===== src/pkg/fdc_consts.vh =====
// Offsets, field positions, mode and cycle codes and timing counts of the DMA block
`ifndef FDC_CONSTS_VH
`define FDC_CONSTS_VH

// ==========================================================================
// Register word offsets (per channel: base + 8*ch)
`define FDC_OFF_SRC_HIGH    8'h00
`define FDC_OFF_SRC_LOW     8'h01
`define FDC_OFF_DST_HIGH    8'h02
`define FDC_OFF_DST_LOW     8'h03
`define FDC_OFF_COUNT       8'h04
`define FDC_OFF_CTRL        8'h05
`define FDC_OFF_TRIG_SEL    8'h06
`define FDC_OFF_MODE        8'h07
`define FDC_OFF_BUS_TYPE    8'h20
`define FDC_CH_STRIDE       8'h08

// ==========================================================================
// Channel control fields
`define FDC_CTL_EN          0
`define FDC_CTL_TC          1
`define FDC_CTL_STG         2
`define FDC_CTL_MLE         3
`define FDC_CTL_ABORT       4

// ==========================================================================
// Mode register fields: [1:0] transfer mode, [2] 16-bit unit,
// [3] src 8-bit bus, [4] dst 8-bit bus, [5] dst big endian,
// [7:6] src object, [9:8] dst object
`define FDC_MODE_SINGLE     2'h0
`define FDC_MODE_STEP       2'h1
`define FDC_MODE_BLOCK      2'h2
`define FDC_OBJ_PERIPH      2'h0
`define FDC_OBJ_EXT_IO      2'h1
`define FDC_OBJ_IRAM        2'h2
`define FDC_OBJ_EXT_MEM     2'h3

// ==========================================================================
// Bus cycle kinds on the external bus
`define FDC_CYC_NONE        2'h0
`define FDC_CYC_SRAM        2'h1
`define FDC_CYC_PROG        2'h2

// ==========================================================================
// Timing: request acknowledge to acknowledge pin, in clocks
`define FDC_ACK_MIN_CLKS    3'h4
`define FDC_IRAM_MIN_CLKS   3'h1

`endif


===== src/logic/fdc_dma.v =====
// Four-channel DMA controller: arbitration, reload buffers, bus sequencer
`timescale 1ns/10ps
`default_nettype none
`include "fdc_consts.vh"

// Function
// - 16-bit across width mismatch: one wide access, two narrow back to back.
// - 8-bit across widths: one read, one write, upper lanes undriven.
// - Split writes: low byte first if little endian, high first if big.
// - Internal objects make no external cycle; ext I/O SRAM; memory programmed.
// - Fixed priority channel 0 highest, arbitration only in idle state.
// - Block transfer keeps its channel until the block finishes, an NMI is pending or its enable clears.
// - Single-step: higher priority request wins once bus returns idle.
// - Address and count are two-stage; active copy reloads at terminal count when a new count is staged.
// - Enabled multi-load channel restarts automatically after reload.
// - External requests of channels 0 and 1 sampled each edge as levels.
// - External request valid in idle with enable set, terminal flag clear.
// - Software trigger starts channel when enabled and terminal flag clear.
// - Selected peripheral interrupt starts enabled, non-terminated channel.
// - Terminal count pin pulses one clock at start of final write.
// - NMI clears all enables after the current transfer; then acknowledged.
// - After NMI, step and block keep pending request; single waits anew.
// - Abort bit clears that channel's enable and pending request; a running unit completes.
// - Acknowledge pin falls at least four clocks after request accepted.
// - Terminal flag set raises that channel's end-of-transfer interrupt.
// - Idle state issues no access; grant state holds bus for first access.
module fdc_dma (
    input  wire        ref_clk_i,      // Core clock, 100 MHz
    input  wire        nrst_i,         // Async reset, active low
    input  wire [7:0]  reg_addr_i,     // Register word address
    input  wire [15:0] reg_wdata_i,    // Register write data
    input  wire        reg_wr_i,       // Write strobe
    input  wire        reg_rd_i,       // Read strobe
    output reg  [15:0] reg_rdata_o,    // Read data, cycle after strobe
    input  wire [1:0]  ext_req_n_i,    // External request pins, ch 0/1
    input  wire [15:0] periph_irq_i,   // On-chip peripheral interrupts
    input  wire        nmi_i,          // Non-maskable interrupt level
    output reg         nmi_ack_o,      // NMI may now be serviced
    output reg  [1:0]  ack_n_o,        // Acknowledge pins, ch 0/1
    output reg         tc_n_o,         // Terminal count pin, active low
    output reg  [3:0]  end_irq_o,      // End-of-transfer interrupts
    output reg         bus_req_o,      // External bus cycle in progress
    output reg  [1:0]  bus_kind_o,     // Cycle kind: none/SRAM/programmed
    output reg         bus_wr_o,       // Write cycle when high
    output reg  [27:0] bus_addr_o,     // Access address
    output reg  [1:0]  bus_be_o,       // Byte lanes driven, [1] upper
    output reg  [15:0] bus_wdata_o,    // Write data
    output reg  [15:0] bus_wdata_oe_o, // Per-bit write data drive enable
    input  wire [15:0] bus_rdata_i,    // Read data
    input  wire        bus_done_i      // Access completes this cycle
);

    // ======================================================================
    // States
    localparam [2:0] ST_IDLE  = 3'h0;
    localparam [2:0] ST_GRANT = 3'h1;
    localparam [2:0] ST_READ  = 3'h2;
    localparam [2:0] ST_GAP   = 3'h3;
    localparam [2:0] ST_WRITE = 3'h4;
    localparam [2:0] ST_END   = 3'h5;

    // ======================================================================
    // Per-channel storage indexed by channel: _act_q arrays active, _stg_q arrays staged
    reg [27:0] src_act_q [0:3];
    reg [27:0] dst_act_q [0:3];
    reg [15:0] cnt_act_q [0:3];
    reg [27:0] src_stg_q [0:3];
    reg [27:0] dst_stg_q [0:3];
    reg [15:0] cnt_stg_q [0:3];
    reg [3:0]  stg_new_q;
    reg [3:0]  en_q;
    reg [3:0]  tc_q;
    reg [3:0]  mle_q;
    reg [3:0]  stg_q;
    reg [3:0]  pend_q;
    reg [3:0]  trig_sel_q [0:3];
    reg [9:0]  mode_q [0:3];
    reg [1:0]  bus_type_q;
    reg [1:0]  req_s_q;
    reg [3:0]  periph_prev_q;

    reg [2:0]  state_q;
    reg [1:0]  ch_q;
    reg [1:0]  rd_cnt_q;
    reg [1:0]  wr_cnt_q;
    reg [15:0] data_q;
    reg [2:0]  wait_q;
    reg        nmi_pend_q;

    // ======================================================================
    // Request gathering, level-sensitive external pins
    wire [3:0] periph_hit;
    wire [3:0] ready;
    genvar g;
    generate
        for (g = 0; g < 4; g = g + 1) begin : g_ch
            assign periph_hit[g] = periph_irq_i[trig_sel_q[g]];
            // Only enabled, non-terminated channels may start
            assign ready[g] = en_q[g] & ~tc_q[g] & (pend_q[g] | stg_q[g]
                | (g < 2 ? req_s_q[g % 2] : 1'b0)
                | (periph_hit[g] & ~periph_prev_q[g]));
        end
    endgenerate

    // Fixed priority pick, lowest index first
    reg [1:0] win;
    always @* begin
        win = 2'h0;
        if (ready[0])      win = 2'h0;
        else if (ready[1]) win = 2'h1;
        else if (ready[2]) win = 2'h2;
        else               win = 2'h3;
    end

    // Current channel fields
    wire [9:0] cm      = mode_q[ch_q];
    wire       wide    = cm[2];
    wire       src8    = cm[3];
    wire       dst8    = cm[4];
    wire       big_end = cm[5];
    wire [1:0] rd_need = (wide & src8) ? 2'h2 : 2'h1;
    wire [1:0] wr_need = (wide & dst8) ? 2'h2 : 2'h1;
    wire       last    = (cnt_act_q[ch_q] == 16'h0001);

    // Cycle kind from object type
    function [1:0] kind;
        input [1:0] obj;
        input [1:0] bus_cycle_type_reg;
        begin
            if (obj == `FDC_OBJ_EXT_IO)       kind = `FDC_CYC_SRAM;
            else if (obj == `FDC_OBJ_EXT_MEM) kind = bus_cycle_type_reg;
            else                              kind = `FDC_CYC_NONE;
        end
    endfunction

    // ======================================================================
    // Register file, sequencer and pins in one clocked process
    integer i;
    wire [7:0] idx = reg_addr_i & 8'h07;
    always @(posedge ref_clk_i or negedge nrst_i) begin
        if (!nrst_i) begin
            for (i = 0; i < 4; i = i + 1) begin
                src_act_q[i] <= 28'h0;
                dst_act_q[i] <= 28'h0;
                cnt_act_q[i] <= 16'h0;
                src_stg_q[i] <= 28'h0;
                dst_stg_q[i] <= 28'h0;
                cnt_stg_q[i] <= 16'h0;
                trig_sel_q[i] <= 4'h0;
                mode_q[i] <= 10'h0;
            end
            stg_new_q <= 4'h0;
            en_q <= 4'h0;
            tc_q <= 4'h0;
            mle_q <= 4'h0;
            stg_q <= 4'h0;
            pend_q <= 4'h0;
            bus_type_q <= `FDC_CYC_PROG;
            req_s_q <= 2'h0;
            periph_prev_q <= 4'h0;
            state_q <= ST_IDLE;
            ch_q <= 2'h0;
            rd_cnt_q <= 2'h0;
            wr_cnt_q <= 2'h0;
            data_q <= 16'h0;
            wait_q <= 3'h0;
            nmi_pend_q <= 1'b0;
            nmi_ack_o <= 1'b0;
            ack_n_o <= 2'h3;
            tc_n_o <= 1'b1;
            end_irq_o <= 4'h0;
            bus_req_o <= 1'b0;
            bus_kind_o <= `FDC_CYC_NONE;
            bus_wr_o <= 1'b0;
            bus_addr_o <= 28'h0;
            bus_be_o <= 2'h0;
            bus_wdata_o <= 16'h0;
            bus_wdata_oe_o <= 16'h0;
            reg_rdata_o <= 16'h0;
        end else begin
            // Pin sampling each edge, level-detected
            req_s_q <= ~ext_req_n_i;
            for (i = 0; i < 4; i = i + 1)
                periph_prev_q[i] <= periph_hit[i];
            stg_q <= 4'h0;
            tc_n_o <= 1'b1;
            nmi_ack_o <= 1'b0;
            end_irq_o <= 4'h0;
            if (nmi_i)
                nmi_pend_q <= 1'b1;

            // Register read, one cycle later
            reg_rdata_o <= 16'h0;
            if (reg_rd_i) begin
                if (reg_addr_i == `FDC_OFF_BUS_TYPE)
                    reg_rdata_o <= {14'h0, bus_type_q};
                else if (reg_addr_i < 8'h20) begin
                    case (idx)
                    `FDC_OFF_SRC_HIGH: reg_rdata_o <=
                        {4'h0, src_act_q[reg_addr_i[4:3]][27:16]};
                    `FDC_OFF_SRC_LOW: reg_rdata_o <=
                        src_act_q[reg_addr_i[4:3]][15:0];
                    `FDC_OFF_DST_HIGH: reg_rdata_o <=
                        {4'h0, dst_act_q[reg_addr_i[4:3]][27:16]};
                    `FDC_OFF_DST_LOW: reg_rdata_o <=
                        dst_act_q[reg_addr_i[4:3]][15:0];
                    `FDC_OFF_COUNT: reg_rdata_o <=
                        cnt_act_q[reg_addr_i[4:3]];
                    `FDC_OFF_CTRL: reg_rdata_o <=
                        {12'h0, mle_q[reg_addr_i[4:3]], 1'b0,
                         tc_q[reg_addr_i[4:3]], en_q[reg_addr_i[4:3]]};
                    `FDC_OFF_TRIG_SEL: reg_rdata_o <=
                        {12'h0, trig_sel_q[reg_addr_i[4:3]]};
                    default: reg_rdata_o <=
                        {6'h0, mode_q[reg_addr_i[4:3]]};
                    endcase
                end
            end

            // Register write: address/count land in staging
            if (reg_wr_i && reg_addr_i == `FDC_OFF_BUS_TYPE)
                bus_type_q <= reg_wdata_i[1:0];
            else if (reg_wr_i && reg_addr_i < 8'h20) begin
                case (idx)
                `FDC_OFF_SRC_HIGH:
                    src_stg_q[reg_addr_i[4:3]][27:16] <= reg_wdata_i[11:0];
                `FDC_OFF_SRC_LOW:
                    src_stg_q[reg_addr_i[4:3]][15:0] <= reg_wdata_i;
                `FDC_OFF_DST_HIGH:
                    dst_stg_q[reg_addr_i[4:3]][27:16] <= reg_wdata_i[11:0];
                `FDC_OFF_DST_LOW:
                    dst_stg_q[reg_addr_i[4:3]][15:0] <= reg_wdata_i;
                `FDC_OFF_COUNT: begin
                    cnt_stg_q[reg_addr_i[4:3]] <= reg_wdata_i;
                    stg_new_q[reg_addr_i[4:3]] <= 1'b1;
                    // Channel not in service by the sequencer: load straight through
                    if (!(state_q != ST_IDLE && ch_q == reg_addr_i[4:3])) begin
                        src_act_q[reg_addr_i[4:3]] <=
                            src_stg_q[reg_addr_i[4:3]];
                        dst_act_q[reg_addr_i[4:3]] <=
                            dst_stg_q[reg_addr_i[4:3]];
                        cnt_act_q[reg_addr_i[4:3]] <= reg_wdata_i;
                        stg_new_q[reg_addr_i[4:3]] <= 1'b0;
                    end
                end
                `FDC_OFF_CTRL: begin
                    en_q[reg_addr_i[4:3]] <= reg_wdata_i[`FDC_CTL_EN];
                    mle_q[reg_addr_i[4:3]] <= reg_wdata_i[`FDC_CTL_MLE];
                    stg_q[reg_addr_i[4:3]] <= reg_wdata_i[`FDC_CTL_STG];
                    // Re-arm clears terminal flag
                    if (reg_wdata_i[`FDC_CTL_EN])
                        tc_q[reg_addr_i[4:3]] <= 1'b0;
                    // Abort drops pending work
                    if (reg_wdata_i[`FDC_CTL_ABORT]) begin
                        en_q[reg_addr_i[4:3]] <= 1'b0;
                        pend_q[reg_addr_i[4:3]] <= 1'b0;
                    end
                end
                `FDC_OFF_TRIG_SEL:
                    trig_sel_q[reg_addr_i[4:3]] <= reg_wdata_i[3:0];
                default:
                    mode_q[reg_addr_i[4:3]] <= reg_wdata_i[9:0];
                endcase
            end

            // Bus sequencer
            case (state_q)
            ST_IDLE: begin
                // No access issued here
                bus_req_o <= 1'b0;
                bus_be_o <= 2'h0;
                bus_wdata_oe_o <= 16'h0;
                if (nmi_pend_q) begin
                    // Suspend all; step/block keep pending
                    en_q <= 4'h0;
                    nmi_pend_q <= 1'b0;
                    nmi_ack_o <= 1'b1;
                end else if (|ready) begin
                    ch_q <= win;
                    if (mode_q[win][1:0] != `FDC_MODE_SINGLE)
                        pend_q[win] <= 1'b1;
                    wait_q <= `FDC_ACK_MIN_CLKS - 3'h1;
                    rd_cnt_q <= 2'h0;
                    wr_cnt_q <= 2'h0;
                    state_q <= ST_GRANT;
                end
            end
            ST_GRANT: begin
                // Acknowledge no sooner than four clocks
                if (wait_q == 3'h0) begin
                    if (ch_q < 2'h2 && cm[7:6] != `FDC_OBJ_IRAM)
                        ack_n_o[ch_q[0]] <= 1'b0;
                    state_q <= ST_READ;
                    bus_req_o <= (kind(cm[7:6], bus_type_q) != `FDC_CYC_NONE);
                    bus_kind_o <= kind(cm[7:6], bus_type_q);
                    bus_wr_o <= 1'b0;
                    bus_addr_o <= src_act_q[ch_q] + {27'h0, rd_cnt_q[0]};
                    bus_be_o <= (src8 | ~wide) ? 2'h1 : 2'h3;
                end else
                    wait_q <= wait_q - 3'h1;
            end
            ST_READ: begin
                if (bus_done_i) begin
                    // Narrow reads gather low then high byte
                    if (src8 && wide && rd_cnt_q[0])
                        data_q[15:8] <= bus_rdata_i[7:0];
                    else if (src8)
                        data_q <= {8'h0, bus_rdata_i[7:0]};
                    else
                        data_q <= bus_rdata_i;
                    if (rd_cnt_q + 2'h1 < rd_need) begin
                        rd_cnt_q <= rd_cnt_q + 2'h1;
                        bus_addr_o <= src_act_q[ch_q] + 28'h1;
                    end else begin
                        bus_req_o <= 1'b0;
                        bus_be_o <= 2'h0;
                        state_q <= ST_GAP;
                    end
                end
            end
            ST_GAP: begin
                // One idle clock between read and write
                state_q <= ST_WRITE;
                if (ch_q < 2'h2)
                    ack_n_o[ch_q[0]] <= (cm[9:8] == `FDC_OBJ_IRAM);
                bus_req_o <= (kind(cm[9:8], bus_type_q) != `FDC_CYC_NONE);
                bus_kind_o <= kind(cm[9:8], bus_type_q);
                bus_wr_o <= 1'b1;
                // Byte order by destination endianness
                bus_addr_o <= dst_act_q[ch_q]
                    + {27'h0, wide & dst8 & big_end};
                bus_be_o <= (dst8 | ~wide) ? 2'h1 : 2'h3;
                bus_wdata_oe_o <= (dst8 | ~wide) ? 16'h00ff : 16'hffff;
                bus_wdata_o <= (wide & dst8 & big_end)
                    ? {8'h0, data_q[15:8]} : data_q;
                if (last)
                    tc_n_o <= 1'b0;
            end
            ST_WRITE: begin
                if (bus_done_i) begin
                    if (wr_cnt_q + 2'h1 < wr_need) begin
                        // Second narrow write, back to back
                        wr_cnt_q <= wr_cnt_q + 2'h1;
                        bus_addr_o <= dst_act_q[ch_q]
                            + {27'h0, ~big_end};
                        bus_wdata_o <= big_end ? {8'h0, data_q[7:0]}
                                               : {8'h0, data_q[15:8]};
                    end else begin
                        bus_req_o <= 1'b0;
                        bus_be_o <= 2'h0;
                        bus_wdata_oe_o <= 16'h0;
                        ack_n_o <= 2'h3;
                        state_q <= ST_END;
                    end
                end
            end
            ST_END: begin
                src_act_q[ch_q] <= src_act_q[ch_q] + (wide ? 28'h2 : 28'h1);
                dst_act_q[ch_q] <= dst_act_q[ch_q] + (wide ? 28'h2 : 28'h1);
                cnt_act_q[ch_q] <= cnt_act_q[ch_q] - 16'h1;
                state_q <= ST_IDLE;
                if (last) begin
                    tc_q[ch_q] <= 1'b1;
                    end_irq_o[ch_q] <= 1'b1;
                    pend_q[ch_q] <= 1'b0;
                    if (stg_new_q[ch_q]) begin
                        // Reload from staging
                        src_act_q[ch_q] <= src_stg_q[ch_q];
                        dst_act_q[ch_q] <= dst_stg_q[ch_q];
                        cnt_act_q[ch_q] <= cnt_stg_q[ch_q];
                        // A count written this very clock stays staged
                        if (!(reg_wr_i && idx == `FDC_OFF_COUNT
                              && reg_addr_i[7:3] == {3'h0, ch_q}))
                            stg_new_q[ch_q] <= 1'b0;
                        if (en_q[ch_q] & mle_q[ch_q]) begin
                            tc_q[ch_q] <= 1'b0;
                            pend_q[ch_q] <= 1'b1;
                        end
                    end
                end else if (cm[1:0] == `FDC_MODE_BLOCK && !nmi_pend_q
                             && en_q[ch_q]) begin
                    // Block keeps the channel
                    wait_q <= 3'h0;
                    rd_cnt_q <= 2'h0;
                    wr_cnt_q <= 2'h0;
                    state_q <= ST_GRANT;
                end else if (cm[1:0] == `FDC_MODE_SINGLE)
                    pend_q[ch_q] <= 1'b0;
            end
            default: state_q <= ST_IDLE;
            endcase
        end
    end

endmodule
`default_nettype wire


===== config.mk =====
export PLATFORM = sky130hd
export DESIGN_NAME = fdc_dma
export DESIGN_NICKNAME = d
export VERILOG_FILES = /design/src/logic/fdc_dma.v
export VERILOG_INCLUDE_DIRS = /design/src /design/src/pkg
export SDC_FILE = /design/constraint.sdc
export NUM_CORES = 2
export LEC_CHECK = 0
export BUFFER_PORTS_ARGS = -buffer_cell sky130_fd_sc_hd__buf_2
export CAP_MARGIN = 20
export CORE_MARGIN = 2
export CORE_UTILIZATION = 65
export CTS_BUF_LIST = sky130_fd_sc_hd__clkbuf_8
export CTS_CLUSTER_SIZE = 14
export DETAILED_ROUTE_END_ITERATION = 10
export PLACE_DENSITY = 0.83
export SLEW_MARGIN = 40
export SYNTH_ARGS = -nofsm -noshare
export SYNTH_HDL_FRONTEND = slang
export SYNTH_SLANG_ARGS = --single-unit

===== constraint.sdc =====
create_clock -name ref_clk_i -period 5 [get_ports ref_clk_i]
set_input_delay 0.5 -clock ref_clk_i [delete_from_list [all_inputs] [get_ports ref_clk_i]]
set_output_delay 0.5 -clock ref_clk_i [all_outputs]
set_load 0.02 [all_outputs]

# Word level (Yosys, flattened, before mapping)
# Index checks and enable logic that the tools add are counted.
[word_totals]
elab_cells = 508
out_inout_bits = 90
input_bits = 64
regBits = 783
[op_classes]
magnitude_cmp = 21
addsub = 10
n_bitwise = 62
n_mux = 261
reduce_logical = 57
n_eq_ne = 36
[op_table]
columns = ["op", "n"]
rows = [
  ["$mux W112", 14],
  ["$bwmux W112", 10],
  ["$mux W28", 24],
  ["$bmux W28 S2", 8],
  ["$mux W64", 7],
  ["$pmux W112 S2", 2],
  ["$mux W16", 19],
  ["$bwmux W64", 4],
  ["$demux W28 S2", 4],
  ["$mux W4", 42],
  ["$pmux W16 S7", 1],
  ["$pmux W28 S4", 1],
  ["$bmux W16 S2", 3],
  ["$add A28 B1 Y28", 3],
  ["$mux W2", 34],
  ["$demux W16 S2", 2],
  ["$bmux W10 S2", 3],
  ["$mux W10", 5],
  ["$pmux W16 S3", 1],
  ["$bwmux W40", 1],
  ["$mux W3", 12],
  ["$and A4 B4 Y4", 8],
  ["$pmux W16 S2", 1],
  ["$mux W1", 30],
  ["68 further kinds", 208],
]

# Depth between registers and ports, before layout
[depth]
ltp_word = 17
ltp_mapped = 18
depth_no_buf = 11

# Least setup slack after synthesis
# No wires, ideal clock.
[synth_path]
path_kind = "reg2reg"
startpoint = "register ch_q[0]"
endpoint = "register dst_act_q[46] in the netlist's numbering"
t_required_ps = 4874
path_slack_ps = 582
synth_period_minus_slack_ps = 4418
t_arrival_ps = 4292
setup_ps = 126
stages_incl_launch_ff = 19
path_buffers = 10
path_cell_list = "dfrtp_1 > buf_6 > buf_6 > buf_6 > buf_6 > buf_6 > buf_4 > buf_2 > buf_2 > buf_2 > mux4_2 > ha_1 > fa_1 > clkbuf_1 > nand4_2 > nor2_1 > xor2_1 > and2_1 > a221o_1"
[synth_via]
elab_chain_cells = 11
word_cells_on_any_way = 34
classes_between = "add/sub (1); order compare (2); eq/ne (2); mux (26); bitwise (1); reduce/logical (2)"
[synth_rtl]
columns = ["item", "line_no", "source"]
rows = [
  ["start, declared", "fdc_dma.v:83", "reg [1:0] ch_q;"],
  ["start signal, assigned", "fdc_dma.v:279", "ch_q <= win;"],
  ["$not A2 Y3 / $eq A2 B2 Y1 (equally long branches)", "-", ""],
  ["$bmux W10 S2 / $logic_and A1 B1 Y1 (equally long branches)", "fdc_dma.v:116, fdc_dma.v:237", ""],
  ["$mux W10 (implied by the code) / $mux W112 (equally long branches)", "fdc_dma.v:116, fdc_dma.v:237", ""],
  ["$mux W10 (implied by the code) / $mux W112 (equally long branches)", "fdc_dma.v:116, fdc_dma.v:224", ""],
  ["$mux W2 / $mux W112 (equally long branches)", "fdc_dma.v:359, fdc_dma.v:223", ""],
  ["$add A28 B2 Y28 / $mux W112 (equally long branches)", "fdc_dma.v:359, fdc_dma.v:221", ""],
  ["$bwmux W112", "fdc_dma.v:359", "dst_act_q[ch_q] <= dst_act_q[ch_q] + (wide ? 28'h2 : 28'h1);"],
  ["$bwmux W112", "fdc_dma.v:369", "dst_act_q[ch_q] <= dst_stg_q[ch_q];"],
  ["$mux W112", "fdc_dma.v:366", "if (stg_new_q[ch_q]) begin"],
  ["$mux W112", "fdc_dma.v:362", "if (last) begin"],
  ["$mux W112 (*)", "fdc_dma.v:267", "case (state_q)"],
  ["end signal, assigned by index", "fdc_dma.v:240", "dst_act_q[reg_addr_i[4:3]] <="],
  ["end signal, assigned by index", "fdc_dma.v:359", ""],
  ["end signal, assigned by index", "fdc_dma.v:369", ""],
  ["end, declared", "fdc_dma.v:65", "reg [27:0] dst_act_q [0:3];"],
]
# Every way passes the cells marked *; elsewhere a longest branch is shown, timed or not. The select of a mux whose other input is x is not followed.
# A chain may end at the register's enable or synchronous reset.

# Worst setup path after layout
[layout_path]
startpoint = "register ch_q[0]"
endpoint = "register dst_act_q[57] in the netlist's numbering"
# Same word-level chain as after synthesis.

==> impl_metrics.yaml <==
outcome:
  outcome: "completed"
synth:
  synthTopCellsByArea: "dfrtp_1 (42%), mux4_2 (14%), mux2_2 (9.6%)"
  synth_seq_area_share: 0.426
  synth_ff_type: "dfrtp_1"
  syn_area_sq_um: 45200
  synthArstFlopShare: 1.00
  syn_nets: 3935
  synth_top_area_cell: "dfrtp_1"
  synth-edff-count: 0
  yosys_warnings: 0
  ys_seq_elements: 769
  synth_top_area_share: 0.424
  avgSynthCellArea_sq_um: 11.7
  netlist_instances: 3855
  ys_types: 95
route:
  drc_errors: 0
  drt_iter0_drc: 5144
  dr.pass1.iters: 8
  antenna_left: 0
  viasPerCell: 7.29
  drt_wl_total_mm: 145
  dr_total_vias: 36069
  routedWlPerCell_microns: 29.4
die:
  die_w_microns: 268
  die-area_sq_um: 71600
  core_sq_um: 68700
  row_count: 96
  start_util: 0.657
  io_pins: 154
  die_y_microns: 268
placed_design:
  dp_slack_ns: 0.739
  gp_congestion: 1.00
  port_buffers: 153
  dp_hpwl_mm: 92.7
worst_setup_path:
  reg2reg_from: "ch_q[0]$_DFFE_PN0P_"
  crit_type: "flop to flop"
  crit_top_cell: "buf_4"
  crit_fanout: 29
  worstRegToRegCells: 9
  reg2reg_setup_slack_ns: 0.67
  required_ns: 5.66
  path_buf_inv: 2
  critPathTopFamily: "simple AND/OR/NAND/NOR gates"
  critPathArrivalTime_ns: 4.99
  cp-end-kind: "flop"
  cpMaxStageDelayCell: "dfrtp_4"
  crit_path_cell_trace: "buf_4 -> mux4_2 -> nor3_2 -> nand2_1 -> or2_2 -> buf_4 -> and2_1 -> a211oi_1 -> a21oi_1"
  cp-start-kind: "flop"
  reg2reg_to: "dst_act_q[57]$_DFF_PN0_"
  cp_slowest_stage_delay_ns: 0.82
sta:
  timing.final.hold_violations: 0
  finalSetupViolCount: 0
  layout_setup_ws_ns: 0.670
  worst_slew_pin_slew_ns: 0.968
  fin_skew_ns: 0.0456
  timing.fmax_mhz: 231
  fin_crit_ns: 4.33
  rsz0062_at_grt: "false"
  final_max_slew_viol_count: 0
  slew-limit-headroom: 0.353
  tns_ns: 0
  fin_crit_sh: 0.866
clocking:
  clk_latency_ns: 0.83
  tritoncts: "built"
  cts_buffers: 133
  cts_hold_buf: 18
  cts_resized: 0
  path_clk_slew_ns: 0.06
  htree_levels: 4
  clk_path_buf_depth: 3
  post-cts-setup-buffer-count: 0
  cts_sinks: 769
  cts_root_buffer: "clkbuf_8"
global_routing:
  use_met3: 0.143
  grt_pass1_vias: 35625
  grt_pass1_wl_mm: 220
  grt-busiest-layer: "met2"
  grt_usage: 0.412
  use_met2: 0.606
  grt_max_degree: 134
  use_met1: 0.533
  antenna_found_initial: 7
  grt_overflow_total: 0
cells_and_area:
  drive_gt1_frac: 0.297
  final_core_util: 0.720
  mostFrequentLayoutCell: "dfrtp_1"
  most-common-layout-cells: "dfrtp_1 (763), mux2_2 (386), mux4_2 (289)"
  nNetsFinal: 3999
  area_growth_pct: 9.53
pwr:
  p_per_area_nw_per_um2: 378
  ir_drop_v: 0.000248
  p_leak_nw: 22.0
  finalPower_w: 0.0187
worst_hold_path:
  min_to: "data_q[8]$_DFFE_PN0P_"
  hp-class: "input port to flop"
  holdPathStages: 3
  hold_start: "bus_rdata_i[8]"
job:
  drv_cap: 0
[cells by family (layout without fill, tap and decap cells)]
logic type,Yosys count,in the layout,synth area share
mux,888,888,0.289
flops,769,769,0.426
other cells,0,4,0
compound gates,838,838,0.124
fa+ha+maj,16,16,0.00476
xor+xnor,110,110,0.0213
simple gates,863,863,0.0955
buf+inv,371,526,0.0387
[Yosys cell counts, types with 13 or more instances]
library cell and instances:
nor2_1 199, a211oi_1 188, a21o_1 35, a31oi_1 18, mux2i_1 206, dfrtp_1 765
a2bb2oi_1 36, xor2_1 52, a21oi_1 259, buf_2 79, a2111o_1 15, inv_1 28
mux2_2 386, nand2b_1 16, mux4_2 289, nor2b_1 164, buf_1 23, nand3_1 40
o21ai_0 99, nand4_1 31, nand2_1 253, nor4_1 13, xnor2_1 58, o21ai_1 29
ha_1 14, and3_1 14, nor3_1 42, a22oi_1 38, buf_4 34, clkbuf_1 191
and2_1 21, o22ai_1 18, a221o_1 18
[routing by layer]
layer | up-vias | wire length (microns)
met5 | - | 127
met4 | 8 | 9830
met1 | 17894 | 51400
li1 | 14671 | -
met2 | 2831 | 63700
met3 | 665 | 20400
[power by group]
group	switching, W	internal [W]
Clock	0.00272	0.00300
Combinational	0.00347	0.00211
Sequential	0.000544	0.00688
[flip-flops by register name, summed over array words and instances (netlist names), 16 cells and up]
register     flops
bus_addr_o      28
src_act_q      112
reg_rdata_o     16
cnt_act_q       64
dst_stg_q      112
src_stg_q      112
bus_wdata_o     16
trig_sel_q      16
data_q          16
cnt_stg_q       64
dst_act_q      112
mode_q          40
[worst min-delay path: stages]
cell and delay, ns:
buf_2 0.09, a22oi_1 0.07, a21oi_1 0.14
[final cells by class]
| cell class | count | area (sq um) |
|---|---|---|
| sequential | 769 | 19300 |
| clock buffer | 159 | 2190 |
| timing repair buffer | 271 | 2030 |
| fill | 4658 | 19200 |
| multi-input combinational | 2715 | 24300 |
| tap | 931 | 1160 |
| antenna | 4 | 10.0 |
| inverter | 29 | 109 |
| clock inverter | 67 | 398 |
[worst max path at each step]
stage,from,to,cells past startpoint
after CTS,ch_q[0]$_DFFE_PN0P_,dst_act_q[56]$_DFF_PN0_,10
after global routing,ch_q[0]$_DFFE_PN0P_,src_act_q[99]$_DFF_PN0_,10
after detailed placement,ch_q[0]$_DFFE_PN0P_,dst_act_q[56]$_DFF_PN0_,10
final,ch_q[0]$_DFFE_PN0P_,dst_act_q[57]$_DFF_PN0_,9
after floorplan,ch_q[0]$_DFFE_PN0P_,dst_act_q[46]$_DFF_PN0_,18
after global placement,ch_q[0]$_DFFE_PN0P_,dst_act_q[108]$_DFF_PN0_,10
[metrics by stage]
step / cell area (sq um) / instances / hold WS [ns]
after floorplan: 45200 / 3855 / 0.204
after global placement: 46600 / 4695 / 0.456
after detailed placement: 46600 / 4695 / 0.464
after CTS: 49400 / 4939 / 0.00120
after global routing: 49500 / 4942 / 0.0488
final: 49500 / 4945 / 0.0236
Note: power is estimated with default switching activity, not from simulation.
